[config.mk]
export PLATFORM = sky130hd
export DESIGN_NAME = hbi_top
export DESIGN_NICKNAME = d
export VERILOG_FILES = /design/src/logic/hbi_pkg.sv /design/src/logic/hbi_baud_if.sv /design/src/logic/hbi_brg.sv /design/src/logic/hbi_ctr.sv /design/src/logic/hbi_top.sv
export SDC_FILE = /design/constraint.sdc
export NUM_CORES = 1
export LEC_CHECK = 0
export BUFFER_PORTS_ARGS = -buffer_cell sky130_fd_sc_hd__buf_2
export CELL_PAD_IN_SITES_DETAIL_PLACEMENT = 1
export CELL_PAD_IN_SITES_GLOBAL_PLACEMENT = 2
export CORE_MARGIN = 2
export CORE_UTILIZATION = 40
export CTS_CLUSTER_SIZE = 25
export DETAILED_ROUTE_END_ITERATION = 7
export PLACE_DENSITY_LB_ADDON = 0.12
export SYNTH_ARGS = -nofsm -noshare
export SYNTH_HDL_FRONTEND = slang
export SYNTH_HIERARCHICAL = 1
export SYNTH_SLANG_ARGS = --single-unit
[constraint.sdc]
create_clock -name ref_clk -period 3.1 [get_ports ref_clk]
set_clock_uncertainty 0.15 [all_clocks]
set_input_delay 0 -clock ref_clk [delete_from_list [all_inputs] [get_ports ref_clk]]
set_output_delay 0 -clock ref_clk [all_outputs]
set_load 0.03 [all_outputs]
[src/logic/hbi_pkg.sv]
package hbi_pkg;
    // ------------------------------------------------------------
    // Bus and register layout
    // ------------------------------------------------------------
    localparam int ADDR_W = 4;
    localparam int DATA_W = 8;
    typedef logic [ADDR_W-1:0] hbi_addr_t;
    localparam hbi_addr_t ADDR_CSEL_RXA = 4'h0;
    localparam hbi_addr_t ADDR_CSEL_TXA = 4'h1;
    localparam hbi_addr_t ADDR_CSEL_RXB = 4'h2;
    localparam hbi_addr_t ADDR_CSEL_TXB = 4'h3;
    localparam hbi_addr_t ADDR_AUX_CHG = 4'h4;
    localparam hbi_addr_t ADDR_MASK_STAT = 4'h5;
    localparam hbi_addr_t ADDR_CT_UPPER = 4'h6;
    localparam hbi_addr_t ADDR_CT_LOWER = 4'h7;
    localparam hbi_addr_t ADDR_CT_START = 4'h8;
    localparam hbi_addr_t ADDR_CT_STOP = 4'h9;
    localparam hbi_addr_t ADDR_VECTOR = 4'hc;
    localparam hbi_addr_t ADDR_OUT_CFG = 4'hd;
    localparam logic [DATA_W-1:0] VECTOR_RST = 8'h00;
    localparam logic [DATA_W-1:0] REG_RST = 8'h00;
    // Auxiliary control fields
    localparam int AUX_CHG_EN_LSB = 0;
    localparam int AUX_CT_EXT = 4;
    // Interrupt status bit positions
    localparam int EV_TX_A = 0;
    localparam int EV_RX_A = 1;
    localparam int EV_BRK_A = 2;
    localparam int EV_CT = 3;
    localparam int EV_TX_B = 4;
    localparam int EV_RX_B = 5;
    localparam int EV_BRK_B = 6;
    localparam int EV_IN_CHG = 7;
    localparam int NUM_EVENTS = 8;
    localparam int NUM_LINES = 5;
    localparam int NUM_INPUTS = 4;
    // ------------------------------------------------------------
    // Baud rate generator
    // ------------------------------------------------------------
    localparam int NUM_RATES = 18;
    localparam int DIV_W = 13;
    localparam int STD_REF_HZ = 3686400;
    localparam int OVERSAMPLE = 16;
    localparam int BAUD_SCALE = 10;
    localparam int BAUD_X10 [NUM_RATES] = '{500, 750, 1100, 1345, 1500, 2000, 3000, 6000, 10500,
        12000, 18000, 20000, 24000, 48000, 72000, 96000, 192000, 384000};
    localparam int SAMPLE_RATE_IDX = 12;
    localparam int FASTEST_RATE_IDX = 17;
    function automatic int div_of(int b10);
        return (STD_REF_HZ * BAUD_SCALE + (OVERSAMPLE / 2) * b10) / (OVERSAMPLE * b10);
    endfunction
    // ------------------------------------------------------------
    // Clock selectors and counter
    // ------------------------------------------------------------
    localparam int NUM_SEL = 4;
    localparam int SEL_W = 5;
    typedef logic [SEL_W-1:0] hbi_sel_t;
    localparam hbi_sel_t SEL_CT = 5'h12;
    localparam hbi_sel_t SEL_EXT = 5'h13;
    localparam hbi_sel_t SEL_RST = 5'h00;
    localparam int CT_W = 16;
    typedef enum logic [2:0] {
        BUS_IDLE = 3'b001,
        BUS_ACK = 3'b010,
        BUS_REL = 3'b100
    } hbi_bus_t;
endpackage

[src/logic/hbi_baud_if.sv]
`timescale 1ns/1ps
interface hbi_baud_if;
    logic [hbi_pkg::NUM_RATES-1:0] rate_tick;
    logic [hbi_pkg::CT_W-1:0] ct_preset;
    logic ct_start;
    logic ct_ext_sel;
    logic ct_ext_tick;
    logic ct_tick;
    logic ct_zero;
    logic ct_square;
    modport brg (output rate_tick);
    modport ct (input ct_preset, ct_start, ct_ext_sel, ct_ext_tick, output ct_tick, ct_zero, ct_square);
    modport top (input rate_tick, ct_tick, ct_zero, ct_square, output ct_preset, ct_start, ct_ext_sel,
        ct_ext_tick);
endinterface

[src/logic/hbi_brg.sv]
`timescale 1ns/1ps
module hbi_brg (
    input wire logic ref_clk,
    input wire logic rst_b,
    hbi_baud_if.brg b
);
    import hbi_pkg::*;

    genvar i;
    for (i = 0; i < NUM_RATES; i++) begin : g_rate
        localparam logic [DIV_W-1:0] LAST = DIV_W'(div_of(BAUD_X10[i]) - 1);
        logic [DIV_W-1:0] cnt_q;
        logic tick_q;
        // One 16X pulse every divisor cycles of the reference
        always_ff @(posedge ref_clk or negedge rst_b) begin
            if (!rst_b) begin
                cnt_q <= '0;
                tick_q <= 1'b0;
            end else if (cnt_q == '0) begin
                cnt_q <= LAST;
                tick_q <= 1'b1;
            end else begin
                cnt_q <= cnt_q - 1'b1;
                tick_q <= 1'b0;
            end
        end
        assign b.rate_tick[i] = tick_q;
    end
endmodule

[src/logic/hbi_ctr.sv]
`timescale 1ns/1ps
module hbi_ctr (
    input wire logic ref_clk,
    input wire logic rst_b,
    hbi_baud_if.ct c
);
    import hbi_pkg::*;

    logic [CT_W-1:0] cnt_q;
    logic run_q;
    logic zero_q;
    logic tick_q;
    logic square_q;
    logic step;

    // Counts the reference or the synchronised external clock
    assign step = run_q && (!c.ct_ext_sel || c.ct_ext_tick);

    always_ff @(posedge ref_clk or negedge rst_b) begin
        if (!rst_b) begin
            cnt_q <= '0;
            run_q <= 1'b0;
        end else if (c.ct_start) begin
            cnt_q <= c.ct_preset;
            run_q <= 1'b1;
        end else if (step) begin
            cnt_q <= (cnt_q == '0) ? c.ct_preset : cnt_q - 1'b1;
        end
    end

    // Square wave; each rising half gives one 16X pulse
    always_ff @(posedge ref_clk or negedge rst_b) begin
        if (!rst_b) begin
            zero_q <= 1'b0;
            tick_q <= 1'b0;
            square_q <= 1'b0;
        end else begin
            zero_q <= step && cnt_q == '0;
            tick_q <= step && cnt_q == '0 && !square_q;
            if (step && cnt_q == '0) begin
                square_q <= !square_q;
            end
        end
    end

    assign c.ct_zero = zero_q;
    assign c.ct_tick = tick_q;
    assign c.ct_square = square_q;
endmodule

[src/logic/hbi_top.sv]
`timescale 1ns/1ps
module hbi_top (
    input wire logic ref_clk,
    input wire logic rst_b,
    input wire logic chip_select_n,
    input wire logic irq_ack_n,
    input wire logic read_write_n,
    input wire logic [hbi_pkg::ADDR_W-1:0] reg_addr,
    input wire logic [hbi_pkg::DATA_W-1:0] data_in,
    output logic [hbi_pkg::DATA_W-1:0] data_out,
    output logic data_oe,
    output logic transfer_ack_n,
    output logic transfer_ack_oe,
    output logic irq_request_n,
    output logic irq_request_oe,
    input wire logic [5:0] chan_conditions,
    input wire logic [hbi_pkg::NUM_INPUTS-1:0] input_pins,
    input wire logic counter_ext_clock,
    input wire logic [1:0] receive_ext_clock,
    input wire logic [1:0] transmit_ext_clock,
    input wire logic [hbi_pkg::NUM_LINES-1:0] general_out,
    output logic [hbi_pkg::NUM_LINES-1:0] output_lines_3_to_7,
    output logic [hbi_pkg::NUM_LINES-1:0] output_lines_oe,
    output logic [hbi_pkg::NUM_SEL-1:0] clk16_tick,
    output logic ct_square
);
    import hbi_pkg::*;

    // ------------------------------------------------------------
    // Pin synchronisers
    // ------------------------------------------------------------
    localparam int SYNC_W = 3 + ADDR_W + DATA_W + NUM_SEL + 1 + NUM_INPUTS;
    logic [SYNC_W-1:0] meta_q;
    logic [SYNC_W-1:0] sync_q;
    logic cs_s;
    logic iack_s;
    logic rw_s;
    logic [ADDR_W-1:0] addr_s;
    logic [DATA_W-1:0] din_s;
    logic [NUM_SEL-1:0] ext_s;
    logic counter_ext_clock_s;
    logic [NUM_INPUTS-1:0] ip_s;

    always_ff @(posedge ref_clk or negedge rst_b) begin
        if (!rst_b) begin
            meta_q <= '1;
            sync_q <= '1;
        end else begin
            meta_q <= {input_pins, counter_ext_clock, transmit_ext_clock[1], receive_ext_clock[1],
                transmit_ext_clock[0], receive_ext_clock[0], data_in, reg_addr, read_write_n,
                irq_ack_n, chip_select_n};
            sync_q <= meta_q;
        end
    end
    assign {ip_s, counter_ext_clock_s, ext_s, din_s, addr_s, rw_s, iack_s, cs_s} = sync_q;

    // ------------------------------------------------------------
    // Bus acknowledge
    // ------------------------------------------------------------
    hbi_bus_t bus_q;
    logic irq_pend;
    logic sel_cyc;
    logic iack_cyc;
    logic wr_pulse;
    logic rd_pulse;
    logic [DATA_W-1:0] rd_data;
    logic [DATA_W-1:0] data_out_q;
    logic [DATA_W-1:0] ivr_q;
    logic data_oe_q;
    logic ack_n_q;
    logic ack_oe_q;

    assign sel_cyc = bus_q == BUS_IDLE && !cs_s;
    assign iack_cyc = bus_q == BUS_IDLE && cs_s && !iack_s && irq_pend;
    assign wr_pulse = sel_cyc && !rw_s;
    assign rd_pulse = sel_cyc && rw_s;

    always_ff @(posedge ref_clk or negedge rst_b) begin
        if (!rst_b) begin
            bus_q <= BUS_IDLE;
        end else begin
            unique case (bus_q)
                BUS_IDLE: begin
                    if (sel_cyc || iack_cyc) begin
                        bus_q <= BUS_ACK;
                    end
                end
                BUS_ACK: begin
                    if (cs_s && iack_s) begin
                        bus_q <= BUS_REL;
                    end
                end
                BUS_REL: begin
                    bus_q <= BUS_IDLE;
                end
            endcase
        end
    end

    // Acknowledge is driven high for one cycle before release
    always_ff @(posedge ref_clk or negedge rst_b) begin
        if (!rst_b) begin
            ack_n_q <= 1'b1;
            ack_oe_q <= 1'b0;
        end else begin
            ack_n_q <= !(sel_cyc || iack_cyc || (bus_q == BUS_ACK && !(cs_s && iack_s)));
            ack_oe_q <= sel_cyc || iack_cyc || bus_q == BUS_ACK;
        end
    end

    always_ff @(posedge ref_clk or negedge rst_b) begin
        if (!rst_b) begin
            data_out_q <= '0;
            data_oe_q <= 1'b0;
        end else if (iack_cyc) begin
            data_out_q <= ivr_q;
            data_oe_q <= 1'b1;
        end else if (rd_pulse) begin
            data_out_q <= rd_data;
            data_oe_q <= 1'b1;
        end else if (bus_q == BUS_ACK && cs_s && iack_s) begin
            data_oe_q <= 1'b0;
        end
    end

    // ------------------------------------------------------------
    // Host registers
    // ------------------------------------------------------------
    logic [DATA_W-1:0] imr_q;
    logic [DATA_W-1:0] acr_q;
    logic [DATA_W-1:0] opcr_q;
    logic [DATA_W-1:0] ctu_q;
    logic [DATA_W-1:0] ctl_q;
    hbi_sel_t csel_q [NUM_SEL];
    logic [NUM_EVENTS-1:0] status_q;
    logic [NUM_INPUTS-1:0] chg_q;
    logic [NUM_INPUTS-1:0] lvl_q;

    always_ff @(posedge ref_clk or negedge rst_b) begin
        if (!rst_b) begin
            imr_q <= REG_RST;
            ivr_q <= VECTOR_RST;
            acr_q <= REG_RST;
            opcr_q <= REG_RST;
            ctu_q <= REG_RST;
            ctl_q <= REG_RST;
            for (int k = 0; k < NUM_SEL; k++) begin
                csel_q[k] <= SEL_RST;
            end
        end else if (wr_pulse) begin
            if (addr_s == ADDR_MASK_STAT) imr_q <= din_s;
            if (addr_s == ADDR_VECTOR) ivr_q <= din_s;
            if (addr_s == ADDR_AUX_CHG) acr_q <= din_s;
            if (addr_s == ADDR_OUT_CFG) opcr_q <= din_s;
            if (addr_s == ADDR_CT_UPPER) ctu_q <= din_s;
            if (addr_s == ADDR_CT_LOWER) ctl_q <= din_s;
            if (addr_s == ADDR_CSEL_RXA) csel_q[0] <= din_s[SEL_W-1:0];
            if (addr_s == ADDR_CSEL_TXA) csel_q[1] <= din_s[SEL_W-1:0];
            if (addr_s == ADDR_CSEL_RXB) csel_q[2] <= din_s[SEL_W-1:0];
            if (addr_s == ADDR_CSEL_TXB) csel_q[3] <= din_s[SEL_W-1:0];
        end
    end

    always_comb begin
        rd_data = '0;
        unique case (addr_s)
            ADDR_MASK_STAT: rd_data = status_q;
            ADDR_AUX_CHG: rd_data = {lvl_q, chg_q};
            ADDR_VECTOR: rd_data = ivr_q;
            ADDR_OUT_CFG: rd_data = opcr_q;
            ADDR_CT_UPPER: rd_data = ctu_q;
            ADDR_CT_LOWER: rd_data = ctl_q;
            default: rd_data = '0;
        endcase
    end

    // ------------------------------------------------------------
    // Generator, counter and selectors
    // ------------------------------------------------------------
    hbi_baud_if bif ();
    logic [NUM_SEL-1:0] ext_prev_q;
    logic counter_ext_clock_prev_q;
    logic [NUM_SEL-1:0] ext_rise;
    logic [NUM_SEL-1:0] clk16_q;
    logic ct_square_q;

    hbi_brg u_brg (
        .ref_clk(ref_clk),
        .rst_b(rst_b),
        .b(bif.brg)
    );
    hbi_ctr u_ctr (
        .ref_clk(ref_clk),
        .rst_b(rst_b),
        .c(bif.ct)
    );

    assign bif.ct_preset = {ctu_q, ctl_q};
    assign bif.ct_start = wr_pulse && addr_s == ADDR_CT_START;
    assign bif.ct_ext_sel = acr_q[AUX_CT_EXT];
    assign bif.ct_ext_tick = counter_ext_clock_s && !counter_ext_clock_prev_q;
    assign ext_rise = ext_s & ~ext_prev_q;

    always_ff @(posedge ref_clk or negedge rst_b) begin
        if (!rst_b) begin
            ext_prev_q <= '1;
            counter_ext_clock_prev_q <= 1'b1;
            ct_square_q <= 1'b0;
        end else begin
            ext_prev_q <= ext_s;
            counter_ext_clock_prev_q <= counter_ext_clock_s;
            ct_square_q <= bif.ct_square;
        end
    end

    genvar g;
    for (g = 0; g < NUM_SEL; g++) begin : g_sel
        always_ff @(posedge ref_clk or negedge rst_b) begin
            if (!rst_b) begin
                clk16_q[g] <= 1'b0;
            end else if (csel_q[g] < SEL_W'(NUM_RATES)) begin
                clk16_q[g] <= bif.rate_tick[csel_q[g]];
            end else if (csel_q[g] == SEL_CT) begin
                clk16_q[g] <= bif.ct_tick;
            end else if (csel_q[g] == SEL_EXT) begin
                clk16_q[g] <= ext_rise[g];
            end else begin
                clk16_q[g] <= 1'b0;
            end
        end
    end

    // ------------------------------------------------------------
    // Input change detection
    // ------------------------------------------------------------
    logic [NUM_INPUTS-1:0] smp_q;
    logic [NUM_INPUTS-1:0] chg_set;
    logic chg_rd;

    // A change counts only after two samples agree at the new level
    assign chg_set = bif.rate_tick[SAMPLE_RATE_IDX] ? ((ip_s ~^ smp_q) & (ip_s ^ lvl_q)) : '0;
    assign chg_rd = rd_pulse && addr_s == ADDR_AUX_CHG;

    always_ff @(posedge ref_clk or negedge rst_b) begin
        if (!rst_b) begin
            smp_q <= '1;
            lvl_q <= '1;
            chg_q <= '0;
        end else begin
            if (bif.rate_tick[SAMPLE_RATE_IDX]) begin
                smp_q <= ip_s;
                lvl_q <= lvl_q ^ chg_set;
            end
            chg_q <= (chg_q & ~{NUM_INPUTS{chg_rd}}) | chg_set;
        end
    end

    // ------------------------------------------------------------
    // Interrupt status, request and output lines
    // ------------------------------------------------------------
    logic ct_flag_q;
    logic ct_stop;
    logic [NUM_LINES-1:0] line_irq;
    logic [NUM_LINES-1:0] lines_q;
    logic [NUM_LINES-1:0] lines_oe_q;
    logic irq_n_q;
    logic irq_oe_q;

    assign ct_stop = wr_pulse && addr_s == ADDR_CT_STOP;
    assign irq_pend = |(status_q & imr_q);

    always_ff @(posedge ref_clk or negedge rst_b) begin
        if (!rst_b) begin
            ct_flag_q <= 1'b0;
        end else if (bif.ct_zero) begin
            ct_flag_q <= 1'b1;
        end else if (ct_stop) begin
            ct_flag_q <= 1'b0;
        end
    end

    always_ff @(posedge ref_clk or negedge rst_b) begin
        if (!rst_b) begin
            status_q <= '0;
        end else begin
            status_q <= {|(chg_q & acr_q[AUX_CHG_EN_LSB +: NUM_INPUTS]), chan_conditions[5:3],
                ct_flag_q, chan_conditions[2:0]};
        end
    end

    always_ff @(posedge ref_clk or negedge rst_b) begin
        if (!rst_b) begin
            irq_n_q <= 1'b1;
            irq_oe_q <= 1'b0;
        end else begin
            irq_n_q <= !irq_pend;
            irq_oe_q <= irq_pend;
        end
    end

    assign line_irq = {status_q[EV_TX_B], status_q[EV_TX_A], status_q[EV_RX_B], status_q[EV_RX_A],
        status_q[EV_CT]};

    always_ff @(posedge ref_clk or negedge rst_b) begin
        if (!rst_b) begin
            lines_q <= '1;
            lines_oe_q <= '1;
        end else begin
            lines_q <= general_out & ~opcr_q[NUM_LINES-1:0];
            lines_oe_q <= ~opcr_q[NUM_LINES-1:0] | line_irq;
        end
    end

    assign data_out = data_out_q;
    assign data_oe = data_oe_q;
    assign transfer_ack_n = ack_n_q;
    assign transfer_ack_oe = ack_oe_q;
    assign irq_request_n = irq_n_q;
    assign irq_request_oe = irq_oe_q;
    assign output_lines_3_to_7 = lines_q;
    assign output_lines_oe = lines_oe_q;
    assign clk16_tick = clk16_q;
    assign ct_square = ct_square_q;
endmodule

==> run metrics <==
Rel. slew slack=between 20% and 30%; clock power share=47.8%; Sw Pwr=around 0.0030 W; grt total ovfl=0; Max Clock Freq=roughly 0.36 GHz; global-route wire length before repair=between 80,000 and 90,000 µm; EDFF count, synth=0; core box area=between 50,000 and 60,000 µm²; H-tree depth=2; sequential power share=around 46%; std cell rows=just over 80; leakage power total=about 11 nW; Top delay family on crit path=simple AND/OR/NAND/NOR gates; Worst Setup Start Kind=flop; Commonest cells post-synth=368 x dfrtp_1, 109 x a21oi_1, 107 x or4_1, 97 x mux2_2, 81 x nand2_1; fin crit period=between 2000 and 3000 ps; Synth Flop Type=dfrtp_1; Antenna Diode Count=0; pwr dens=~540 nW/µm²; worst skew pair latency=about 600 ps; initial antenna violation count=0; crit path buf inv count=2; Final period util=90.4%; Die W=between 200 and 250 µm; RSZ-0062 raised after global routing=false; CP arrival=3160 ps; kind of critical path=flop to flop; Post-Route WL=49,500 µm; port bufs=64; CTS Buf Count=50; GPL Wtd Cong=about 0.82; post-synth top area cell=dfrtp_1; critical path's slowest cell=dfstp_2; Starting Density=approximately two fifths; status=finished clean; Seq/Total Area, Yosys=53.8%; Initial DRC Count=704; Comb pwr share=about 6.1%; Syn Std Cell Area=about 21,000 µm²; Total Nets Final=around 2,000; post-CTS setup buffer count=0; Crit. End Element=flop; Worst-Margin Slew=~1100 ps; Pint=0.0102 W; async set-reset flop share out of synthesis=between 90% and 100%; Die H=232 µm; final setup fails=0; # DRC=0; WL/cell=around 18 µm; synth top area cells=dfrtp_1 44%, dfstp_2 9.4%, mux2_2 5.3%; Net Sw Frac=a little under a quarter; die area=roughly 54,000 µm²; Fin Setup TNS=0 ps; Syn-to-layout area delta=17.0%; cell breakdown of the critical path=nand2b_1 > nor4_4 > nand2_1 > nor4_1 > buf_4 > a21o_1 > buf_4 > o21ai_0 > a22oi_1; largest net degree at the start of global routing=61; pre-CTS setup slack=286 ps; number of iterations in the first detailed-routing pass=6; CTS tree=yes; via/cell ratio=~5.6; Final Hold Fails=0; max-cap violations=0; worst setup margin=around 300 ps; Slowest Stage Delay on Critical Path=580 ps; root buf cell=clkbuf_16; Syn Area/Cell=11.2 µm²; Post-Route Utilization=a little under half; Synth cell types=slightly below 80; placed cell area=21,700 µm²; top-count cell post-synth=dfrtp_1; Syn. warnings=6; cell repeated most along the worst path=buf_4; Yosys reg bits=between 400 and 500; GRT Overall Usage=between 10% and 20%; post-route ant nets=0; I/O pins=65; fraction of layout cells with a size suffix above 1=between 20% and 30%; Vias=around 15,000; Peak VDD IR=0.453 mV; worst path required time=around 3500 ps; Hold/Removal Path Class=input pin to asynchronous set/reset pin; post-synth net total=1,921; FILL cells=5,468; vias in the first global route=between 15,000 and 20,000; Crit Path Max Fanout=11; post-synthesis instance total=between 1,500 and 2,000; hpwl dp=approximately 33,000 µm; Design Area, Final=about 24,000 µm²; clock sinks=~440; clock transition at the registers of the reported paths=around 60 ps; Slew Viols, Final=0; proportion of netlist area held by the largest area contributor=between 40% and 50%; CTS Buffer Depth=3
[cells by family after synthesis]
logic type      Yosys count  synth area share [%]
flops                   442                  53.8
mux                     146                  8.54
compound gates          335                  10.2
buf+inv                 169                  3.76
simple gates            683                  20.0
fa+ha+maj                38                  2.29
xor+xnor                 33                  1.39
[metrics by stage]
step | cells | hold WS, ps | total power [W]
2_1_floorplan | 1846 | -446 | 0.00655
3_5_place_dp | 2525 | -54.2 | 0.00691
6_report | 2690 | 79.2 | 0.0132
5_1_grt | 2690 | 90.0 | 0.0137
4_1_cts | 2690 | 50.1 | 0.0134
3_3_place_gp | 2525 | -51.1 | 0.00689
[sequential cells by signal (all words and copies together), names as in the netlist, 5 cells and up]
signal,count
u_brg/g_rate.cnt_q,234
meta_q,24
sync_q,24
csel_q,20
u_brg/g_rate.tick_q,18
u_ctr/cnt_q,16
ctl_q,8
ctu_q,8
data_out,8
imr_q,8
ivr_q,8
opcr_q,8
status_q,8
acr_q,5
output_lines_3_to_7,5
output_lines_oe,5
[final timing paths]
kind,from,to,slack (ps),cells after the start
min in group ref_clk,meta_q[16]$_DFF_PN1_,sync_q[16]$_DFF_PN1_,190,0
max,bus_q[0]$_DFFE_PN1P_,u_ctr/cnt_q[8]$_DFFE_PN0P_,300,9
max in group asynchronous,rst_b,meta_q[17]$_DFF_PN1_,2340,3
max reg2reg,bus_q[0]$_DFFE_PN1P_,u_ctr/cnt_q[8]$_DFFE_PN0P_,300,9
min reg2reg,meta_q[16]$_DFF_PN1_,sync_q[16]$_DFF_PN1_,190,0
min,rst_b,output_lines_3_to_7[1]$_DFF_PN1_,80,2
[routing by layer]
metal | part of all wire, % | routed length [µm] | vias up | GRT usage [%]
met5 | 0 | 0 | - | 0
met4 | 2.2 | 1100 | 0 | 5.23
met3 | 3.2 | 1580 | 75 | 3.01
met2 | 49 | 24000 | 175 | 32.1
met1 | 46 | 22800 | 7658 | 25.4
li1 | - | - | 7105 | -
[layout make-up]
cell class              count  area, µm²  area share [%]
inverters                  79        303            1.25
clock buffers              79       1500            6.19
repair buffers            161       1360            5.60
flip-flops and latches    442      11200            46.0
multi-input cells        1235       8810            36.3
clock inverters            14        268            1.10
well taps                 680        851            3.51
[cell usage in the layout, fill, tap and decap left out, types with 38 or more instances in the layout]
cell type      count
dfrtp_1          368
a21oi_1          109
or4_1            107
mux2_2            97
nand2_1           81
nor2_1            78
nand3_1           77
o31ai_1           76
dfstp_2           74
dlygate4sd3_1     71
or3_1             70
inv_1             69
buf_2             63
o21ai_0           61
clkbuf_16         51
ha_1              38
[repair_timing]
action,CTS,global route
endpoints found under the hold margin,424,0
gates resized for setup,0,0
hold buffers,72,0
[power by group through the flow]
stage                     registers, W  clock network, W  logic [W]
after CTS                      0.00607           0.00651   0.000816
after global routing           0.00609           0.00673   0.000902
after floorplan                0.00612                 0   0.000426
final                          0.00607           0.00631   0.000809
after global placement         0.00617                 0   0.000721
after detailed placement       0.00617                 0   0.000737
No activity file was read; power rests on OpenSTA's default activity.
